[src/include/deqad_map.vh]
// register offsets, field positions and reset values of the eq/strap/audio bank
`ifndef DEQAD_MAP_VH
`define DEQAD_MAP_VH

// ============================================================
// register offsets
`define DEQAD_OFS_EQ_TEST      8'h35
`define DEQAD_OFS_STRAP        8'h37
`define DEQAD_OFS_AUDIO_DIV    8'h3a
`define DEQAD_OFS_EQUALIZER_SETTING_STATUS    8'h3b

// ============================================================
// equalizer_test_control fields
`define DEQAD_EQT_RESTART      6
`define DEQAD_EQT_FLOOR_OV     5
`define DEQAD_EQT_FLOOR_SET    4
`define DEQAD_EQT_RESET        3'h0

// ============================================================
// strap_decode_status fields
`define DEQAD_STR_BC_DONE      7
`define DEQAD_STR_BC_MSB       6
`define DEQAD_STR_BC_LSB       4
`define DEQAD_STR_OM_DONE      3
`define DEQAD_STR_OM_MSB       2
`define DEQAD_STR_OM_LSB       0

// ============================================================
// audio_clock_divider_select fields
`define DEQAD_AUD_OUT_OV       7
`define DEQAD_AUD_OUT_MSB      6
`define DEQAD_AUD_OUT_LSB      4
`define DEQAD_AUD_IN_OV        2
`define DEQAD_AUD_IN_MSB       1
`define DEQAD_AUD_IN_LSB       0
`define DEQAD_AUD_RESET        7'h00

// ============================================================
// equalizer_setting_status and reset values
`define DEQAD_EQS_RESET        6'h00
`define DEQAD_RD_RESET         8'h00

`endif

[src/core/deqad_strap_latch.v]
// strap pin synchroniser and one-time decode latch with done flag
`timescale 1ns/1ps
`default_nettype none

module deqad_strap_latch (
    // clock and reset
    input  wire       mclk,
    input  wire       sys_rst,
    // strap decoder pins (asynchronous)
    input  wire [2:0] strap_code_pin,
    input  wire       strap_ready_pin,
    // latched result
    output reg  [2:0] strap_code,
    output reg        strap_done
);

    // ============================================================
    // two-flop synchroniser
    reg [2:0] code_s1_reg;    // first stage, read only by second
    reg [2:0] code_s2_reg;    // safe copy
    reg       rdy_s1_reg;     // first stage, read only by second
    reg       rdy_s2_reg;     // safe copy

    // sync stages, no logic between them
    always @(posedge mclk or posedge sys_rst) begin
        if (sys_rst) begin
            code_s1_reg <= 3'h0;
            code_s2_reg <= 3'h0;
            rdy_s1_reg  <= 1'h0;
            rdy_s2_reg  <= 1'h0;
        end else begin
            code_s1_reg <= strap_code_pin;
            code_s2_reg <= code_s1_reg;
            rdy_s1_reg  <= strap_ready_pin;
            rdy_s2_reg  <= rdy_s1_reg;
        end
    end

    // ============================================================
    // latch once; the code is only taken one cycle after ready is
    // seen so that data and ready cross with the same two stages
    reg       rdy_s3_reg;     // ready delayed, gives code time to settle

    always @(posedge mclk or posedge sys_rst) begin
        if (sys_rst) begin
            rdy_s3_reg <= 1'h0;
            strap_code <= 3'h0;
            strap_done <= 1'h0;
        end else begin
            rdy_s3_reg <= rdy_s2_reg;
            // done reads zero until the decode sits in the field
            if (rdy_s3_reg && !strap_done) begin
                strap_code <= code_s2_reg;
                strap_done <= 1'h1;
            end
        end
    end

endmodule // deqad_strap_latch

`default_nettype wire

[src/core/deqad_regs.v]
// equalizer test, strap decode, audio divider and equalizer_setting_status register bank
//
// Notes on behaviour
// - restart bit restarts adaptation on both ports
// - preset floor only acts with override set
// - preset floor starts adaptation above zero
// - port-select set steers test writes to port 1
// - port-select set returns port 1 equalizer_setting_status
// - back-channel done flags latched strap decode
// - back-channel code gives rate and medium
// - output-mode done flags latched mode decode
// - output-mode code gives four repeating modes
// - output divider override selects software ratio
// - output divider field picks 32 down to 1
// - input override clear leaves pll choosing ratio
// - input divider field picks 1,2,4,8
// - status shows manual values when bypassed
// - port-select writes port1 plus shared, reads port1
// - bypass bit disables adaptation, uses manual values
`timescale 1ns/1ps
`default_nettype none
`include "deqad_map.vh"

module deqad_regs (
    // clock and reset
    input  wire       mclk,
    input  wire       sys_rst,
    // register access port from the serial control bus logic
    input  wire [7:0] reg_addr,
    input  wire       reg_wr,
    input  wire [7:0] reg_wdata,
    input  wire       reg_rd,
    output reg  [7:0] reg_rdata,
    output reg        reg_rvalid,
    // port selection from the receive control register
    input  wire       second_port_select,
    // bypass register contents of each port
    input  wire       p0_adaptation_bypass,
    input  wire [2:0] p0_bypass_stage1,
    input  wire [2:0] p0_bypass_stage2,
    input  wire       p1_adaptation_bypass,
    input  wire [2:0] p1_bypass_stage1,
    input  wire [2:0] p1_bypass_stage2,
    // setting chosen by each adaptive equalizer
    input  wire [5:0] p0_adaptive_setting,
    input  wire [5:0] p1_adaptive_setting,
    // strap decoders (asynchronous pins)
    input  wire [2:0] backchannel_strap_pin,
    input  wire       backchannel_strap_ready,
    input  wire [2:0] output_mode_strap_pin,
    input  wire       output_mode_strap_ready,
    // divider ratios the pll state machine would pick
    input  wire [5:0] pll_out_div_ratio,
    input  wire [3:0] pll_in_div_ratio,
    // equalizer controls to the analog front end
    output reg        p0_equalizer_restart,
    output reg        p1_equalizer_restart,
    output reg        p0_floor_start,
    output reg        p1_floor_start,
    output reg        p0_adaptation_enable,
    output reg        p1_adaptation_enable,
    output reg  [5:0] p0_equalizer_setting,
    output reg  [5:0] p1_equalizer_setting,
    // decoded straps
    output reg        backchannel_rate_20m,
    output reg        backchannel_coax,
    output reg  [1:0] output_mode,
    // audio master clock dividers
    output reg  [5:0] audio_out_div_ratio,
    output reg  [3:0] audio_in_div_ratio
);

    // ============================================================
    // functions
    // eq setting to analog: manual {stage2, stage1} or adaptive
    function [5:0] eq_pick;
        input       bypass;
        input [2:0] stg2;
        input [2:0] stg1;
        input [5:0] adaptive;
        begin
            if (bypass)
                eq_pick = {stg2, stg1};
            else
                eq_pick = adaptive;
        end
    endfunction

    // output divider code to ratio; 10x share ratio 2, 11x share ratio 1
    function [5:0] out_ratio;
        input [2:0] code;
        begin
            case (code)
                3'h0:    out_ratio = 6'h20;
                3'h1:    out_ratio = 6'h10;
                3'h2:    out_ratio = 6'h08;
                3'h3:    out_ratio = 6'h04;
                3'h4:    out_ratio = 6'h02;
                3'h5:    out_ratio = 6'h02;
                default: out_ratio = 6'h01;
            endcase
        end
    endfunction

    // ============================================================
    // stored registers
    reg [2:0] p0_test_reg;    // port 0 {restart, floor ov, floor set}
    reg [2:0] p1_test_reg;    // port 1 {restart, floor ov, floor set}
    reg [6:0] audio_reg;      // {out ov, out sel, in ov, in sel}
    reg [5:0] p0_status_reg;  // port 0 eq setting snapshot
    reg [5:0] p1_status_reg;  // port 1 eq setting snapshot

    // write decode
    wire wr_test  = reg_wr && (reg_addr == `DEQAD_OFS_EQ_TEST);
    wire wr_audio = reg_wr && (reg_addr == `DEQAD_OFS_AUDIO_DIV);

    // test field bits of a write, reserved bits dropped
    wire [2:0] test_wdata = {reg_wdata[`DEQAD_EQT_RESTART],
                             reg_wdata[`DEQAD_EQT_FLOOR_OV],
                             reg_wdata[`DEQAD_EQT_FLOOR_SET]};

    // ============================================================
    // per-port test registers; the port select steers writes
    always @(posedge mclk or posedge sys_rst) begin
        if (sys_rst) begin
            p0_test_reg <= `DEQAD_EQT_RESET;
            p1_test_reg <= `DEQAD_EQT_RESET;
        end else if (wr_test) begin
            if (second_port_select)
                p1_test_reg <= test_wdata;
            else
                p0_test_reg <= test_wdata;
        end
    end

    // ============================================================
    // shared audio register, written whatever port is selected
    always @(posedge mclk or posedge sys_rst) begin
        if (sys_rst) begin
            audio_reg <= `DEQAD_AUD_RESET;
        end else if (wr_audio) begin
            // bit 3 is reserved and never stored
            audio_reg <= {reg_wdata[`DEQAD_AUD_OUT_OV],
                          reg_wdata[`DEQAD_AUD_OUT_MSB:`DEQAD_AUD_OUT_LSB],
                          reg_wdata[`DEQAD_AUD_IN_OV],
                          reg_wdata[`DEQAD_AUD_IN_MSB:`DEQAD_AUD_IN_LSB]};
        end
    end

    // ============================================================
    // strap latches
    wire [2:0] bc_code;       // latched back-channel decode
    wire       bc_done;       // back-channel decode latched
    wire [2:0] om_code;       // latched output-mode decode
    wire       om_done;       // output-mode decode latched

    deqad_strap_latch u_bc_strap (
        .mclk            (mclk),
        .sys_rst         (sys_rst),
        .strap_code_pin  (backchannel_strap_pin),
        .strap_ready_pin (backchannel_strap_ready),
        .strap_code      (bc_code),
        .strap_done      (bc_done)
    );

    deqad_strap_latch u_om_strap (
        .mclk            (mclk),
        .sys_rst         (sys_rst),
        .strap_code_pin  (output_mode_strap_pin),
        .strap_ready_pin (output_mode_strap_ready),
        .strap_code      (om_code),
        .strap_done      (om_done)
    );

    // ============================================================
    // control outputs, all registered
    // restart of either port restarts both; level, not a pulse,
    // so adaptation stays held until software writes zero
    wire restart_any = p0_test_reg[2] | p1_test_reg[2];

    always @(posedge mclk or posedge sys_rst) begin
        if (sys_rst) begin
            p0_equalizer_restart <= 1'h0;
            p1_equalizer_restart <= 1'h0;
            p0_floor_start       <= 1'h0;
            p1_floor_start       <= 1'h0;
            p0_adaptation_enable <= 1'h0;
            p1_adaptation_enable <= 1'h0;
            p0_status_reg        <= `DEQAD_EQS_RESET;
            p1_status_reg        <= `DEQAD_EQS_RESET;
            p0_equalizer_setting <= `DEQAD_EQS_RESET;
            p1_equalizer_setting <= `DEQAD_EQS_RESET;
        end else begin
            p0_equalizer_restart <= restart_any;
            p1_equalizer_restart <= restart_any;
            // floor set ignored unless its override is set
            p0_floor_start <= p0_test_reg[1] & p0_test_reg[0];
            p1_floor_start <= p1_test_reg[1] & p1_test_reg[0];
            p0_adaptation_enable <= ~p0_adaptation_bypass;
            p1_adaptation_enable <= ~p1_adaptation_bypass;
            p0_status_reg <= eq_pick(p0_adaptation_bypass,
                                     p0_bypass_stage2,
                                     p0_bypass_stage1,
                                     p0_adaptive_setting);
            p1_status_reg <= eq_pick(p1_adaptation_bypass,
                                     p1_bypass_stage2,
                                     p1_bypass_stage1,
                                     p1_adaptive_setting);
            p0_equalizer_setting <= eq_pick(p0_adaptation_bypass,
                                            p0_bypass_stage2,
                                            p0_bypass_stage1,
                                            p0_adaptive_setting);
            p1_equalizer_setting <= eq_pick(p1_adaptation_bypass,
                                            p1_bypass_stage2,
                                            p1_bypass_stage1,
                                            p1_adaptive_setting);
        end
    end

    // ============================================================
    // strap decode and divider outputs
    always @(posedge mclk or posedge sys_rst) begin
        if (sys_rst) begin
            backchannel_rate_20m <= 1'h0;
            backchannel_coax     <= 1'h0;
            output_mode          <= 2'h0;
            audio_out_div_ratio  <= 6'h20;
            audio_in_div_ratio   <= 4'h1;
        end else begin
            // msb of the back-channel code does not matter
            backchannel_rate_20m <= bc_code[1];
            backchannel_coax     <= bc_code[0];
            // 0 dual, 1 dual swapped, 2 single, 3 replicate
            output_mode          <= om_code[1:0];
            if (audio_reg[6])
                audio_out_div_ratio <= out_ratio(audio_reg[5:3]);
            else
                audio_out_div_ratio <= pll_out_div_ratio;
            if (audio_reg[2])
                audio_in_div_ratio <= 4'h1 << audio_reg[1:0];
            else
                audio_in_div_ratio <= pll_in_div_ratio;
        end
    end

    // ============================================================
    // read mux; reads of per-port registers follow the port select
    reg [7:0] rd_next;        // read data for this address
    reg [2:0] test_rd;        // selected port test bits
    reg [5:0] status_rd;      // selected port status

    always @* begin
        test_rd   = second_port_select ? p1_test_reg : p0_test_reg;
        status_rd = second_port_select ? p1_status_reg
                                       : p0_status_reg;
        case (reg_addr)
            `DEQAD_OFS_EQ_TEST:
                rd_next = {1'h0, test_rd, 4'h0};
            `DEQAD_OFS_STRAP:
                rd_next = {bc_done, bc_code, om_done, om_code};
            `DEQAD_OFS_AUDIO_DIV:
                rd_next = {audio_reg[6:3], 1'h0, audio_reg[2:0]}
                          ;
            `DEQAD_OFS_EQUALIZER_SETTING_STATUS:
                rd_next = {2'h0, status_rd};
            default:
                rd_next = `DEQAD_RD_RESET;   // other registers elsewhere
        endcase
    end

    // answer one cycle after the read strobe
    always @(posedge mclk or posedge sys_rst) begin
        if (sys_rst) begin
            reg_rdata  <= `DEQAD_RD_RESET;
            reg_rvalid <= 1'h0;
        end else begin
            reg_rvalid <= reg_rd;
            if (reg_rd)
                reg_rdata <= rd_next;
        end
    end

endmodule // deqad_regs

`default_nettype wire

[config.mk]
export PLATFORM = sky130hd
export DESIGN_NAME = deqad_regs
export DESIGN_NICKNAME = d
export VERILOG_FILES = /design/src/core/deqad_strap_latch.v /design/src/core/deqad_regs.v
export VERILOG_INCLUDE_DIRS = /design/src /design/src/include
export SDC_FILE = /design/constraint.sdc
export NUM_CORES = 1
export LEC_CHECK = 0
export BUFFER_PORTS_ARGS = -buffer_cell sky130_fd_sc_hd__buf_2
export CAP_MARGIN = 20
export CORE_UTILIZATION = 35
export DETAILED_ROUTE_END_ITERATION = 16
export PLACE_DENSITY_LB_ADDON = 0.2
export SLEW_MARGIN = 20
export SYNTH_ARGS = -nofsm -noshare
export SYNTH_HDL_FRONTEND = slang
export SYNTH_SLANG_ARGS = --single-unit
export TNS_END_PERCENT = 5
[constraint.sdc]
create_clock -name mclk -period 3.3 [get_ports mclk]
set_clock_uncertainty 0.15 [all_clocks]
set_input_delay 0.66 -clock mclk [delete_from_list [all_inputs] [get_ports mclk]]
set_output_delay 0.66 -clock mclk [all_outputs]
set_load 0.01 [all_outputs]
==> results of run 1 <==
[layer usage]
layer  part of all wire  track usage  up-vias
met5                  0            0        -
met4              0.019      0.07576        0
met3              0.075      0.04509       10
met2               0.46       0.2206       81
met1               0.44       0.1952      937
li1                   -            -      982
[critical path, stage by stage]
cell      delay [ns]
buf_2           0.22
nand3b_1        0.17
or3_1           0.57
mux2_4          0.37
[kinds of logic (layout without fill, tap and decap cells)]
family | Yosys count | after routing
flops | 79 | 79
simple gates | 38 | 38
buf+inv | 32 | 144
compound gates | 33 | 33
mux | 41 | 41
[power groups by stage]
stage / sequential [mW] / clock, mW / combinational (mW)
final: 1.05 / 0.628 / 0.181
after global routing: 1.06 / 0.692 / 0.206
after CTS: 1.05 / 0.655 / 0.187
after detailed placement: 1.07 / 0 / 0.185
after global placement: 1.07 / 0 / 0.185
after floorplan: 1.07 / 0 / 0.0879
[cell usage in the layout (no fill, tap or decap), drive strengths merged, types with 2 or more instances in the layout]
cell      count
nand2         6
mux2i         9
inv          22
buf         106
a2bb2oi       2
a22oi         2
nand2b        3
nand3b        4
nand4         2
a21oi         4
a211oi        3
o21ai         8
or2           4
clkinv        3
or4           2
dfrtp        77
and2          3
nor2b         3
o32ai         3
mux2         32
clkinvlp      3
nand3         2
dfstp         2
o22ai         9
clkbuf       10
nor2          8
[worst max path at each step]
| stage | slack, ns | cells after the start | end |
|---|---|---|---|
| final | 1.39 | 4 | audio_reg[4] |
| after global routing | 1.33 | 4 | audio_reg[4] |
| after CTS | 1.40 | 4 | audio_reg[1] |
| after detailed placement | 1.03 | 4 | audio_reg[1] |
| after global placement | 1.06 | 4 | audio_reg[3] |
| after floorplan | 0.47 | 1 | audio_in_div_ratio[1] |
[area by class of cell]
cell class,count,area [sq um]
well taps,105,131.4
clock inverters,6,45.04
flip-flops and latches,79,1979
fillers,798,4479
inverters,22,83.83
clock buffers,10,127.6
repair buffers,106,535.5
multi-input cells,112,917.1
[per-stage QoR]
stage,power (mW),std cells
2_1_floorplan,1.162,223
3_3_place_gp,1.251,424
3_5_place_dp,1.254,424
4_1_cts,1.891,440
5_1_grt,1.953,440
6_report,1.857,440
==> results.yml, run 1 <==
status:
  status: "finished clean"
floorplan:
  die_h_um: 94.94
  die_w_um: 94.94
  die-area_sq_um: 9013
  core_sq_um: 8299
  start_util: 0.3642
  boundaryPins: 106
  rows: 33
synthesis:
  synth-seq-cells: 79
  synth-edff-count: 0
  synth_warnings: 0
  synthDominantCellAreaShare: 0.6374
  yosys-top-cells-count: "dfrtp_1, inv_1, mux2_2"
  synthCells: 223
  yosys-top-cells-area: "dfrtp_1, mux2_2, mux2_4"
  ys_types: 33
  synth_area_sq_um: 3023
  yosys.area_share.simple: 0.07450
  synth_top_family_by_area: "multiplexers"
  synth_top_cell_by_area: "dfrtp_1"
  ys_seq_area_frac: 0.6548
  synth_nets: 288
  synthFlopType: "dfrtp_1"
  synth_adder_area_share: 0
  synthArstFlopShare: 1.000
  synth-xor-area-share: 0
  syn_area_per_cell_sq_um: 13.56
  synth.most_common_cell: "dfrtp_1"
  synth_compound_area_frac: 0.07119
  muxShareOfSynthArea: 0.1577
worst_setup_path:
  regToRegEndpoint: "u_bc_strap.strap_code[2]"
  crit_start: "reg_addr[1]"
  reg2reg_depth: 2
  startpoint_type: "input port"
  timing.rr.start: "u_bc_strap.strap_done"
  critPathMaxFanout: 12
  criticalPathCategory: "in -> reg"
  endpoint_kind: "flop"
  timing.reg2reg.setup_slack_ns: 2.03
  required_ns: 3.38
  crit_arrival_ns: 1.99
cts:
  clk_pin_slew_worst_paths_ns: 0.08
  ctsRootBufferMaster: "clkbuf_8"
  cts_tree: "built"
  cts-htree-levels: 3
  clock-sinks: 79
  cts_resized: 0
  clockBufferDepth: 2
  numCtsBuffers: 9
  post_cts_buffers: 0
  clock_latency_ns: 0.35
  hold_buffers: 0
routing:
  viasPerCell: 4.568
  finalWirelength_um: 6052
  routed-via-count: 2010
  dr.pass1.iters: 4
  drt-wirelength-per-cell_um: 13.75
  drc_errors: 0
  drtAntennaViolNets: 0
  drt_iter0_drc: 59
job:
  drv_cap: 0
layout:
  diodes: 0
  syn_to_final_growth_pct: 26.37
  fin_util: 0.4603
  nets: 395
  fin_area_sq_um: 3820
  largest_reg_flops: 8
  drive_gt1_frac: 0.4687
placement:
  place.gp.congestion: 0.7691
  port_buffers: 104
  detailed_place_hpwl_um: 4491
  dp_slack_ns: 1.025
  placed_cell_area_sq_um: 3647
global_routing:
  grt_usage: 0.1485
  grt_max_degree: 39
  antenna_found_initial: 0
  grt_pass1_vias: 1923
  gr-total-overflow: 0
  grt_pass1_wl_um: 9715
timing:
  fmax_mhz: 523.3
  slew_violations: 0
  slew_headroom: 0.5650
  hold_slack_ns: 0.2020
  finalSetupViolCount: 0
  worst_pin_slew_ns: 0.6526
  finalCriticalPeriod_ns: 1.911
  final-hold-violation-count: 0
  setup_slack_ns: 1.389
  min_period_over_period: 0.5790
  rsz0062_at_grt: "false"
  setup-tns-final_ns: 0
pwr:
  power_leakage_nw: 1.903
  switching_share: 0.2536
  p_int_mw: 1.386
  p_seq_frac: 0.564
  switchingPower_mw: 0.4709
  pwr-share-clk: 0.338
  combPwrFrac: 0.098
  ir_worst_vdd_mv: 0.2038
  p_per_area_nw_per_um2: 486.1
hold_path:
  hold_path.class: "reg -> reg"
  min_to: "u_bc_strap.code_s2_reg[0]"
  hold_start: "u_bc_strap.code_s1_reg[0]"
  whs_path_depth: 0
Note: power is estimated with default switching activity, not from simulation.
==> run 2, diff against run 1 <==
- ABC_AREA: not set -> 1
- clock period: 3.3 -> 1.7 ns (I/O delays scaled with it)
==> run 2 against run 1 <==
Sequential share of layout area is 2.4 points lower. Count of clock-buffer cells in the layout is 1 lower. Die area is 0.89% higher. Final area is 4.9% higher. Largest cell class unchanged.
==> results.yml, run 2 <==
layout:
  nets: 494
  final_cells: 539
  diodes: 0
  nFillCells: 822
  final_common_cell: "nand2_1"
  syn_to_final_growth_pct: 31.42
  drive_gt1_frac: 0.3364
  fin_util: 0.4806
  largest_reg_flops: 8
  final_cell_mix: "nand2_1, buf_2, dfrtp_1, inv_1, nand3_1"
cts:
  ctsRootBufferMaster: "clkbuf_8"
  cts_tree: "built"
  post_cts_buffers: 0
  cts-htree-levels: 3
  numCtsBuffers: 9
  clock_latency_ns: 0.35
  clockBufferDepth: 2
  clock-sinks: 79
  clk_pin_slew_worst_paths_ns: 0.09
placement:
  port_buffers: 104
  detailed_place_hpwl_um: 4781
  place.gp.congestion: 0.7603
  dpl.cell_count: 514
global_routing:
  antenna_found_initial: 0
  grt_usage: 0.1591
  gr-total-overflow: 0
  grt_pass1_wl_um: 10690
  grt_max_degree: 80
  grt_pass1_vias: 2341
synthesis:
  synthCells: 307
  synthFlopType: "dfrtp_1"
  synth-edff-count: 0
  yosys-top-cells-area: "dfrtp_1, nand2_1, nand3_1"
  synthDominantCellAreaShare: 0.6317
  synth-seq-cells: 79
  synth.most_common_cell: "nand2_1"
  ys_types: 25
  ys_seq_area_frac: 0.6489
  synth_nets: 372
  yosys-top-cells-count: "nand2_1, dfrtp_1, inv_1"
  synth_top_cell_by_area: "dfrtp_1"
  synth_warnings: 0
  synth_area_sq_um: 3050
  syn_area_per_cell_sq_um: 9.936
  synthArstFlopShare: 1.000
worst_setup_path:
  critPathBufInv: 1
  startpoint_type: "flop"
  criticalPathCategory: "reg -> out"
  critPathSlowestCell: "dfstp_2"
  path_delay_family: "flip-flops"
  required_ns: 1.21
  critPathMaxFanout: 1
  max_stage_delay_ns: 0.53
  crit_arrival_ns: 0.99
  timing.reg2reg.setup_slack_ns: 0.38
  endpoint_kind: "primary output"
  path_cells: "buf_2"
timing:
  setup-tns-final_ns: 0
  slew_headroom: 0.7123
  fmax_mhz: 673.8
  finalCriticalPeriod_ns: 1.484
  min_period_over_period: 0.8731
  rsz0062_at_grt: "false"
  slew_violations: 0
  hold_slack_ns: 0.03095
  final-hold-violation-count: 0
  worst_pin_slew_ns: 0.4315
  finalSetupViolCount: 0
hold_path:
  hold_path.class: "in -> reg"
routing:
  finalWirelength_um: 6509
  met3WireLength_um: 428
  dr.pass1.iters: 4
  drt-wirelength-per-cell_um: 12.08
  drc_errors: 0
  drt-met1-wl_um: 2953
  met2RoutedLength_um: 3005
  top_layer: "met4"
  routed-via-count: 2413
  drt_iter0_drc: 64
  viasPerCell: 4.477
  drtAntennaViolNets: 0
pwr:
  ir_worst_vdd_mv: 0.6019
  power_leakage_nw: 2.171
  p_per_area_nw_per_um2: 1021
job:
  drv_cap: 0
floorplan:
  start_util: 0.3657
  die_h_um: 95.36
  boundaryPins: 106
  rows: 33
  die-area_sq_um: 9093
  die_w_um: 95.36
  core_sq_um: 8341
status:
  status: "finished clean"
-- run 2: changes by cell type after synthesis, moves of 7 or more --
cell     previous run  this run
mux2i_1             9         0
o22ai_1             9         2
mux2_2             19         6
o21ai_1             0        15
nand2_1             5       126
nand3_1             2        18
mux2_4              7         0
-- run 2: kinds of logic (layout without fill, tap and decap cells) --
logic type / Yosys count / in the layout / synth area share
DFF: 79 / 79 / 0.6489
AOI/OAI and AO/OA: 30 / 30 / 0.05496
and+or+nand+nor: 161 / 161 / 0.2268
muxes: 6 / 6 / 0.02215
buffers and inverters: 31 / 158 / 0.04716
-- run 2: final timing paths --
check                                          start                        end  depth (start not counted)
setup / recovery               audio_in_div_ratio[0]      audio_in_div_ratio[0]                          1
hold / removal                p1_adaptive_setting[5]           p1_status_reg[5]                          3
setup reg to reg                        audio_reg[6]     audio_out_div_ratio[4]                          4
hold reg to reg            u_bc_strap.code_s1_reg[1]  u_bc_strap.code_s2_reg[1]                          0
max in group asynchronous                    sys_rst             p1_test_reg[0]                          4
min in group asynchronous                    sys_rst      audio_in_div_ratio[3]                          4
-- run 2: cell type report --
class / instances / area, sq um / area share
Multi-Input combinational cell: 197 / 927.1 / 0.2313
Timing Repair Buffer: 117 / 665.6 / 0.1660
Sequential cell: 79 / 1979 / 0.4938
Clock inverter: 7 / 83.83 / 0.02091
Inverter: 25 / 97.59 / 0.02434
Clock buffer: 9 / 123.9 / 0.03090
Tap cell: 105 / 131.4 / 0.03277
-- run 2: metal layers --
| layer | GRT usage | vias up |
|---|---|---|
| met5 | 0 | - |
| met4 | 0.07955 | 0 |
| met3 | 0.03509 | 11 |
| met2 | 0.2583 | 82 |
| met1 | 0.1995 | 1108 |
| li1 | - | 1212 |
-- run 2: power breakdown --
part | total [mW] | internal [mW] | switching, mW
Sequential | 2.16 | 2.07 | 0.0933
Combinational | 0.487 | 0.224 | 0.263
Clock | 1.45 | 0.709 | 0.737
-- run 2: through the flow --
step	cell area, sq um	worst slack (ns)	power [mW]
3_3_place_gp	3711	0.1081	2.668
3_5_place_dp	3711	0.08347	2.678
2_1_floorplan	3054	0.3158	2.428
5_1_grt	4009	0.1696	4.323
4_1_cts	4009	0.1904	4.162
6_report	4009	0.2158	4.091
-- run 2: what timing repair did --
item,in CTS,in global routing
endpoints found under the hold margin,85,0
resized for setup,0,0
hold buffers,9,0
